**config.mk**
```make
export PLATFORM = sky130hd
export DESIGN_NAME = vdram_ctl
export DESIGN_NICKNAME = d
export VERILOG_FILES = /design/src/verilog/vdram_ctl_pkg.sv /design/src/verilog/vdram_ctl.sv
export SDC_FILE = /design/constraint.sdc
export NUM_CORES = 1
export LEC_CHECK = 0
export BUFFER_PORTS_ARGS = -buffer_cell sky130_fd_sc_hd__buf_4
export CORE_UTILIZATION = 45
export CTS_CLUSTER_DIAMETER = 150
export CTS_CLUSTER_SIZE = 30
export DETAILED_ROUTE_END_ITERATION = 6
export MAX_ROUTING_LAYER = met4
export SLEW_MARGIN = 30
export SYNTH_ARGS = -nofsm -noshare
export SYNTH_HDL_FRONTEND = slang
export SYNTH_SLANG_ARGS = --single-unit
export TNS_END_PERCENT = 1
```
**constraint.sdc**
```tcl
create_clock -name clk -period 4.2 [get_ports clk]
set_input_delay 0.84 -clock clk [delete_from_list [all_inputs] [get_ports clk]]
set_output_delay 0.84 -clock clk [all_outputs]
set_load 0.02 [all_outputs]
```
**src/verilog/vdram_ctl_pkg.sv**
```systemverilog
// Package for the video memory port controller: commands, timing, pin bundle
package vdram_ctl_pkg;
   // Command codes written by software
   typedef enum logic [3:0] {
      cmd_read, cmd_write, cmd_block_write, cmd_masked_block_write,
      cmd_load_color, cmd_load_mask, cmd_row_only_refresh,
      cmd_refresh_reset, cmd_refresh_only, cmd_refresh_set_stop,
      cmd_read_transfer, cmd_self_refresh, cmd_idle
   } command_type;

   // Software register offsets (word addresses on the plain port)
   localparam logic [3:0] addr_command = 4'h0;
   localparam logic [3:0] addr_row = 4'h1;
   localparam logic [3:0] addr_column = 4'h2;
   localparam logic [3:0] addr_data = 4'h3;
   localparam logic [3:0] addr_mask = 4'h4;
   localparam logic [3:0] addr_status = 4'h5;
   localparam logic [3:0] addr_read_data = 4'h6;
   localparam logic [3:0] addr_control = 4'h7;

   // Status field positions
   localparam int status_busy_bit = 0;
   localparam int status_old_mask_bit = 1;
   localparam int status_half_bit = 2;
   localparam int status_refresh_due_bit = 3;

   // Geometry
   localparam int rows = 512;
   localparam logic [8:0] block_column_mask = 9'h1F8;
   localparam logic [8:0] last_row = 9'h1FF;

   // Timing at 25 MHz clock
   localparam int clk_mhz = 25;
   localparam int strobe_phase_ns = 80;
   localparam int phase_cycles = (strobe_phase_ns * clk_mhz + 999) / 1000;
   localparam int refresh_window_ms = 8;
   localparam int refresh_window_cycles = refresh_window_ms * clk_mhz * 1000;
   localparam int refresh_spacing_cycles = refresh_window_cycles / rows;
   localparam int self_refresh_us = 100;
   localparam int self_refresh_cycles = self_refresh_us * clk_mhz + 1;

   // Pins driven towards the memory
   typedef struct packed {
      logic row_strobe_n;
      logic column_strobe_n;
      logic transfer_gate_n;
      logic write_enable_mask_pin_n;
      logic function_select_pin;
      logic [8:0] address;
   } pin_bundle_type;

   localparam pin_bundle_type pins_idle = '{1'b1, 1'b1, 1'b1, 1'b1, 1'b0,
      9'h000};
endpackage
```
**src/verilog/vdram_ctl.sv**
```systemverilog
// Controller that drives the video memory random-access port
//
// Summary of operation
// - Color load: function select high both edges
// - Block write: select low, then high
// - Masked block: select, write low at row
// - New mask presented at masked block row fall, unless old mask set
// - Refresh all 512 rows every 8 ms
// - Row-only refresh: column strobe stays high
// - Transfer starts with gate low at row fall
// - Gate rises after column fall, shift aligned
//
// Local design decisions: the address map and the address-and-strobe port.
`timescale 1ns/1ps
`default_nettype none
module vdram_ctl
   import vdram_ctl_pkg::*;
#(
   parameter int refresh_spacing = refresh_spacing_cycles,
   parameter int self_refresh_hold = self_refresh_cycles
) (
   // Clock and reset
   input wire logic clk,
   input wire logic reset,
   // Software port
   input wire logic [3:0] sw_addr,
   input wire logic [15:0] sw_wdata,
   input wire logic sw_write,
   input wire logic sw_read,
   output logic [15:0] sw_rdata,
   // Memory control pins
   output pin_bundle_type mem_pins,
   // Data and mask pins, three signals
   input wire logic [15:0] data_mask_pins_in,
   output logic [15:0] data_mask_pins_out,
   output logic [15:0] data_mask_pins_oe,
   // Device status
   input wire logic shift_clock,
   input wire logic half_indicator
);
   typedef enum logic [3:0] {
      st_idle, st_row_fall, st_col_fall, st_col_hold, st_col_rise,
      st_precharge, st_cbr_setup, st_cbr_hold
   } state_type;

   state_type state_ff;
   command_type cmd_ff;
   logic [8:0] row_ff, col_ff, refresh_row_ff;
   logic [15:0] data_ff, mask_ff, rdata_ff;
   logic old_mask_ff, auto_refresh_ff, refresh_due_ff, pending_ff;
   logic page_ff, page_next_ff;
   logic [7:0] phase_ff;
   logic [31:0] refresh_cnt_ff, hold_cnt_ff;
   logic [1:0] half_sync_ff, shift_sync_ff;
   logic half_seen_ff;

   // Two-flop synchronisers for device pins
   always_ff @(posedge clk) begin
      if (reset) begin
         half_sync_ff <= 2'h0;
         shift_sync_ff <= 2'h0;
      end else begin
         half_sync_ff <= {half_sync_ff[0], half_indicator};
         shift_sync_ff <= {shift_sync_ff[0], shift_clock};
      end
   end

   // Function: is this command one of the refresh forms led by column strobe
   function automatic logic is_cbr(input command_type c);
      return c == cmd_refresh_reset || c == cmd_refresh_only ||
         c == cmd_refresh_set_stop || c == cmd_self_refresh;
   endfunction

   // Phase counter paces each strobe step except the refresh hold
   logic phase_done;
   assign phase_done = (phase_ff == 8'(phase_cycles - 1));

   // Refresh timer: one row due per spacing interval
   always_ff @(posedge clk) begin
      if (reset) begin
         refresh_cnt_ff <= 32'h0;
         refresh_due_ff <= 1'b0;
      end else begin
         if (refresh_cnt_ff == 32'(refresh_spacing - 1)) begin
            refresh_cnt_ff <= 32'h0;
            refresh_due_ff <= 1'b1;
         end else begin
            refresh_cnt_ff <= refresh_cnt_ff + 32'h1;
            // Set wins: clear only when no new tick arrives
            if (state_ff == st_cbr_setup && auto_refresh_ff)
               refresh_due_ff <= 1'b0;
         end
      end
   end

   // Software writes and command launch
   always_ff @(posedge clk) begin
      if (reset) begin
         cmd_ff <= cmd_idle;
         row_ff <= 9'h000;
         col_ff <= 9'h000;
         data_ff <= 16'h0000;
         mask_ff <= 16'hFFFF;
         pending_ff <= 1'b0;
         page_ff <= 1'b0;
      end else begin
         if (sw_write && sw_addr == addr_row)
            row_ff <= sw_wdata[8:0];
         if (sw_write && sw_addr == addr_column)
            col_ff <= sw_wdata[8:0];
         if (sw_write && sw_addr == addr_data)
            data_ff <= sw_wdata;
         if (sw_write && sw_addr == addr_mask)
            mask_ff <= sw_wdata;
         if (sw_write && sw_addr == addr_control)
            page_ff <= sw_wdata[0];
         if (sw_write && sw_addr == addr_command && !pending_ff) begin
            cmd_ff <= command_type'(sw_wdata[3:0]);
            pending_ff <= 1'b1;
         end else if (state_ff == st_idle && pending_ff &&
               !(refresh_due_ff && auto_refresh_ff && !page_next_ff)) begin
            pending_ff <= 1'b0;
         end else if (state_ff == st_col_rise && page_next_ff) begin
            pending_ff <= 1'b0;
         end
      end
   end

   // Control bits: automatic refresh enable
   always_ff @(posedge clk) begin
      if (reset)
         auto_refresh_ff <= 1'b1;
      else if (sw_write && sw_addr == addr_control)
         auto_refresh_ff <= sw_wdata[1];
   end

   // Controller's view of mask mode in the device
   always_ff @(posedge clk) begin
      if (reset)
         old_mask_ff <= 1'b0;
      else if (state_ff == st_col_fall && cmd_ff == cmd_load_mask)
         old_mask_ff <= 1'b1;
      else if (state_ff == st_cbr_setup && cmd_ff == cmd_refresh_reset)
         old_mask_ff <= 1'b0;
   end

   // Strobe sequencer
   logic auto_cycle_ff;
   always_ff @(posedge clk) begin
      if (reset) begin
         state_ff <= st_idle;
         phase_ff <= 8'h00;
         mem_pins <= pins_idle;
         data_mask_pins_out <= 16'h0000;
         data_mask_pins_oe <= 16'h0000;
         refresh_row_ff <= 9'h000;
         hold_cnt_ff <= 32'h0;
         auto_cycle_ff <= 1'b0;
         page_next_ff <= 1'b0;
         rdata_ff <= 16'h0000;
      end else begin
         phase_ff <= phase_done ? 8'h00 : phase_ff + 8'h01;
         unique case (state_ff)
            st_idle: begin
               phase_ff <= 8'h00;
               mem_pins <= pins_idle;
               data_mask_pins_oe <= 16'h0000;
               if (refresh_due_ff && auto_refresh_ff) begin
                  // Row-only refresh walks rows itself
                  auto_cycle_ff <= 1'b1;
                  mem_pins.address <= refresh_row_ff;
                  refresh_row_ff <= refresh_row_ff + 9'h001;
                  state_ff <= st_cbr_setup;
               end else if (pending_ff && cmd_ff != cmd_idle) begin
                  auto_cycle_ff <= 1'b0;
                  page_next_ff <= page_ff;
                  if (is_cbr(cmd_ff) || cmd_ff == cmd_row_only_refresh) begin
                     // Row-only refresh never lowers the column strobe
                     mem_pins.column_strobe_n <=
                        (cmd_ff == cmd_row_only_refresh);
                     auto_cycle_ff <= (cmd_ff == cmd_row_only_refresh);
                     mem_pins.address <= row_ff;
                     state_ff <= st_cbr_setup;
                  end else begin
                     mem_pins.address <= row_ff;
                     // Transfer gate low at row fall starts a copy
                     mem_pins.transfer_gate_n <=
                        (cmd_ff != cmd_read_transfer);
                     // Write pin doubles as mask enable at row fall
                     mem_pins.write_enable_mask_pin_n <=
                        !(cmd_ff == cmd_masked_block_write ||
                          cmd_ff == cmd_write && mask_ff != 16'hFFFF);
                     mem_pins.function_select_pin <=
                        (cmd_ff == cmd_load_color ||
                         cmd_ff == cmd_load_mask);
                     if (cmd_ff == cmd_masked_block_write && !old_mask_ff) begin
                        data_mask_pins_out <= mask_ff;
                        data_mask_pins_oe <= 16'hFFFF;
                     end
                     state_ff <= st_row_fall;
                  end
               end
            end
            st_cbr_setup: if (phase_done) begin
               if (auto_cycle_ff) begin
                  mem_pins.row_strobe_n <= 1'b0;
               end else begin
                  // Option pins sampled at the row fall
                  mem_pins.function_select_pin <=
                     (cmd_ff != cmd_refresh_reset);
                  mem_pins.write_enable_mask_pin_n <=
                     (cmd_ff != cmd_refresh_set_stop);
                  mem_pins.row_strobe_n <= 1'b0;
               end
               hold_cnt_ff <= 32'h0;
               state_ff <= st_cbr_hold;
            end
            st_cbr_hold: begin
               hold_cnt_ff <= hold_cnt_ff + 32'h1;
               // Self refresh needs the row strobe held just past 100 us
               if (cmd_ff == cmd_self_refresh && !auto_cycle_ff) begin
                  if (hold_cnt_ff >= 32'(self_refresh_hold) &&
                        pending_ff) begin
                     mem_pins.row_strobe_n <= 1'b1;
                     mem_pins.column_strobe_n <= 1'b1;
                     state_ff <= st_precharge;
                  end
               end else if (hold_cnt_ff >= 32'(2 * phase_cycles)) begin
                  mem_pins.row_strobe_n <= 1'b1;
                  mem_pins.column_strobe_n <= 1'b1;
                  state_ff <= st_precharge;
               end
            end
            st_row_fall: if (phase_done) begin
               mem_pins.row_strobe_n <= 1'b0;
               state_ff <= st_col_fall;
            end
            st_col_fall: if (phase_done) begin
               mem_pins.address <= (cmd_ff == cmd_block_write ||
                  cmd_ff == cmd_masked_block_write) ?
                  (col_ff & block_column_mask) : col_ff;
               mem_pins.function_select_pin <=
                  (cmd_ff == cmd_load_color || cmd_ff == cmd_block_write ||
                   cmd_ff == cmd_masked_block_write);
               mem_pins.write_enable_mask_pin_n <= (cmd_ff == cmd_read ||
                  cmd_ff == cmd_read_transfer);
               // Writes keep outputs off with the gate high
               if (cmd_ff != cmd_read_transfer)
                  mem_pins.transfer_gate_n <= (cmd_ff != cmd_read);
               if (cmd_ff != cmd_read && cmd_ff != cmd_read_transfer) begin
                  data_mask_pins_out <= data_ff;
                  data_mask_pins_oe <= 16'hFFFF;
               end else begin
                  data_mask_pins_oe <= 16'h0000;
               end
               mem_pins.column_strobe_n <= 1'b0;
               state_ff <= st_col_hold;
            end
            st_col_hold: begin
               if (phase_done && cmd_ff == cmd_read)
                  rdata_ff <= data_mask_pins_in;
               // Real time copy: release gate on a shift clock rise
               if (cmd_ff == cmd_read_transfer) begin
                  if (phase_done && shift_sync_ff == 2'b01) begin
                     mem_pins.transfer_gate_n <= 1'b1;
                     state_ff <= st_col_rise;
                  end else if (phase_done)
                     phase_ff <= phase_ff; // Hold met, wait for the rise
               end else if (phase_done)
                  state_ff <= st_col_rise;
            end
            st_col_rise: if (phase_done) begin
               mem_pins.column_strobe_n <= 1'b1;
               mem_pins.transfer_gate_n <= 1'b1;
               data_mask_pins_oe <= 16'h0000;
               // Fast page: keep the row open for the next column
               if (page_next_ff && pending_ff && !is_cbr(cmd_ff))
                  state_ff <= st_col_fall;
               else begin
                  mem_pins.row_strobe_n <= 1'b1;
                  state_ff <= st_precharge;
               end
            end
            st_precharge: if (phase_done) begin
               mem_pins <= pins_idle;
               state_ff <= st_idle;
            end
            default: state_ff <= st_idle;
         endcase
      end
   end

   // Read port, data one cycle after strobe
   always_ff @(posedge clk) begin
      if (reset) begin
         sw_rdata <= 16'h0000;
         half_seen_ff <= 1'b0;
      end else begin
         half_seen_ff <= half_sync_ff[1];
         sw_rdata <= 16'h0000;
         if (sw_read) begin
            unique case (sw_addr)
               addr_status: begin
                  sw_rdata[status_busy_bit] <= pending_ff ||
                     state_ff != st_idle;
                  sw_rdata[status_old_mask_bit] <= old_mask_ff;
                  sw_rdata[status_half_bit] <= half_seen_ff;
                  sw_rdata[status_refresh_due_bit] <= refresh_due_ff;
               end
               addr_read_data: sw_rdata <= rdata_ff;
               addr_row: sw_rdata <= {7'h00, row_ff};
               addr_column: sw_rdata <= {7'h00, col_ff};
               addr_data: sw_rdata <= data_ff;
               addr_mask: sw_rdata <= mask_ff;
               addr_control: sw_rdata <= {14'h0000, auto_refresh_ff, page_ff};
               default: sw_rdata <= 16'h0000;
            endcase
         end
      end
   end
endmodule
`default_nettype wire

```
==> results.sh <==
export IMPL_area_delta_synth_final_pct=11.4
export IMPL_syn_area_sq_um=10100
export IMPL_ys_ff_latch=213
export IMPL_path_class="register to register"
export IMPL_synthArstFlopShare_pct=0
export IMPL_r2r_start="state_ff[0]"
export IMPL_fin_setup_tns_ps=0
export IMPL_vias=8922
export IMPL_cts_sinks=213
export IMPL_arrival_ps=3230
export IMPL_min_path_type="register to register"
export IMPL_final_common_cell="nand2_1"
export IMPL_synthDistinctLibCells=84
export IMPL_crit_fanout=22
export IMPL_hold_viol=0
export IMPL_clock_skew_ps=47.1
export IMPL_fin_crit_sh_pct=66.9
export IMPL_status="finished, violations left"
export IMPL_avgSynthCellArea_sq_um=8.17
export IMPL_yosysWarnings=0
export IMPL_synth_enable_flop_cells=0
export IMPL_grt_usage_pct=24.1
export IMPL_io_pins=104
export IMPL_r2r_cells=7
export IMPL_power_density_nw_per_um2=370
export IMPL_rsz0062_at_grt="false"
export IMPL_cts_root_buf="clkbuf_16"
export IMPL_ir_drop_mv=0.333
export IMPL_clockBufferDepth=3
export IMPL_ys_flop_type="dfxtp_1"
export IMPL_overflow=0
export IMPL_cts_repair_resized=0
export IMPL_max_freq_mhz=356
export IMPL_viasPerCell=5.72
export IMPL_wl_per_cell_um=17.6
export IMPL_leakagePower_nw=3.95
export IMPL_grt_pass1_vias=8004
export IMPL_antenna_found_initial=0
export IMPL_crit_path_end_kind="register"
export IMPL_layout_common_cells="218 x nand2_1, 211 x dfxtp_1, 124 x nor2_1, 118 x buf_4, 106 x a21oi_1"
export IMPL_nets=1331
export IMPL_clock_latency_ps=490
export IMPL_grt_max_degree=70
export IMPL_yosysSeqAreaShare_pct=42.1
export IMPL_holdWs_ps=459
export IMPL_die_width_um=152
export IMPL_drt_initial_drc_count=733
export IMPL_worstSetupStartpoint="state_ff[0]"
export IMPL_cts_setup_buffers=0
export IMPL_cap_violations=0
export IMPL_routabilityCongestion=0.881
export IMPL_rrSetupSlack_ps=1390
export IMPL_r2r_end="hold_cnt_ff[27]"
export IMPL_period_minus_slack_ps=2810
export IMPL_fp_dieH_um=152
export IMPL_syn_nets=1291
export IMPL_setup_viol=0
export IMPL_initial_core_util_pct=46.2
export IMPL_core_area_sq_um=22000
export IMPL_slew_violations=0
export IMPL_grt_pass1_wl_um=44400
export IMPL_ant_nets=0
export IMPL_fin_cells=1560
export IMPL_cts_htree_levels=1
export IMPL_drive_gt1_share_pct=14.4
export IMPL_antennaDiodeCount=0
export IMPL_firstDrtPassIters=7
export IMPL_numPortBuffers=103
export IMPL_tightest_slew_ps=813
export IMPL_netlist_instances=1241
export IMPL_drc=11
export IMPL_crit_required_ps=4620
export IMPL_rows=54
export IMPL_hold_buffers=0
export IMPL_hpwl_um=19100
export IMPL_cts_tree="built"
export IMPL_cts_buffers=11
export IMPL_cp_start_kind="register"
export IMPL_clk_pin_slew_ps=120
export IMPL_routed_wl_um=27500
export IMPL_slew_headroom_pct=45.3
export IMPL_violations="DRC"
export IMPL_die_area_sq_um=23100
export IMPL_endpoint="hold_cnt_ff[27]"
export IMPL_dp_cells=1548
[registers in the layout (all words and copies together) (netlist names), 4 cells and up]
name	cells
refresh_cnt_ff	32
data_ff	16
mem_pins	14
sw_rdata	16
cmd_ff	4
data_mask_pins_out	16
hold_cnt_ff	32
rdata_ff	16
mask_ff	16
col_ff	9
refresh_row_ff	9
row_ff	9
phase_ff	8
[kinds of logic (layout without fill, tap and decap cells)]
logic type,Yosys count,after routing,share of synthesized area (%)
AOI/OAI and AO/OA,265,265,18.1
xor gates and xnor gates,42,42,3.63
adders and majority gates,8,8,0.987
buffers and inverters,109,148,4.91
DFF,213,213,42.1
muxes,31,31,3.12
and+or+nand+nor,573,573,27.2
[worst max-delay path: stages, from the launching register on]
cell and delay, ps:
dfxtp_1 840, nand3_2 120, buf_4 230, nor4_1 300, nor4b_2 620, nand4_1 200
mux2_1 340, nor2_1 80
[worst min-delay path by stage]
| stage | start | endpoint | slack, ps | depth (start not counted) |
|---|---|---|---|---|
| after floorplan | half_sync_ff[1] | half_seen_ff | 410 | 1 |
| after global placement | half_sync_ff[0] | half_sync_ff[1] | 430 | 1 |
| after detailed placement | half_sync_ff[0] | half_sync_ff[1] | 440 | 1 |
| after CTS | half_sync_ff[0] | half_sync_ff[1] | 460 | 1 |
| after global routing | shift_sync_ff[0] | shift_sync_ff[1] | 480 | 1 |
| final | shift_sync_ff[0] | shift_sync_ff[1] | 460 | 1 |
[synthesized netlist by cell type (15+ instances only)]
cell type,count,area share (%)
nand3_1,66,3.3
a31oi_1,18,1.1
clkbuf_1,59,2.2
xor2_1,33,2.9
buf_4,18,1.3
nor4_1,15,0.93
mux2i_1,26,2.6
or3_1,18,1.1
o21ai_0,27,1.3
inv_1,16,0.59
nor2_1,124,4.6
dfxtp_1,213,42
a211oi_1,15,1.1
a21oi_1,106,5.2
nand4_1,22,1.4
nor3_1,19,0.94
nand2_1,219,8.1
[routing by layer]
layer	track usage, %	vias to the layer above	wire (um)
li1	-	4473	-
met1	34.8	4190	13400
met2	35.6	233	12000
met3	3.71	26	1610
met4	4.08	0	407
met5	-	-	0
[power by group]
group	internal, mW	switching, mW
clock	0.492	0.689
combinational	0.305	0.499
sequential	2.10	0.0977
[layout make-up]
| type | instances | area, sq um |
|---|---|---|
| repair buffers | 118 | 886 |
| inverters | 18 | 67.6 |
| fillers | 2115 | 10700 |
| flip-flops and latches | 213 | 4270 |
| clock inverters | 1 | 30.0 |
| clock buffers | 11 | 275 |
| multi-input cells | 919 | 5420 |
| well taps | 280 | 350 |
[stage by stage]
stage,utilization [%],power [mW],worst slack (ps),area (sq um)
2_1_floorplan,-,2.78,1710,10100
3_3_place_gp,49.9,3.03,1350,11000
3_5_place_dp,50.0,3.04,1280,11000
4_1_cts,51.4,4.21,1280,11300
5_1_grt,51.4,4.36,1200,11300
6_report,51.4,4.18,1390,11300
(Power assumes the default switching activity.)
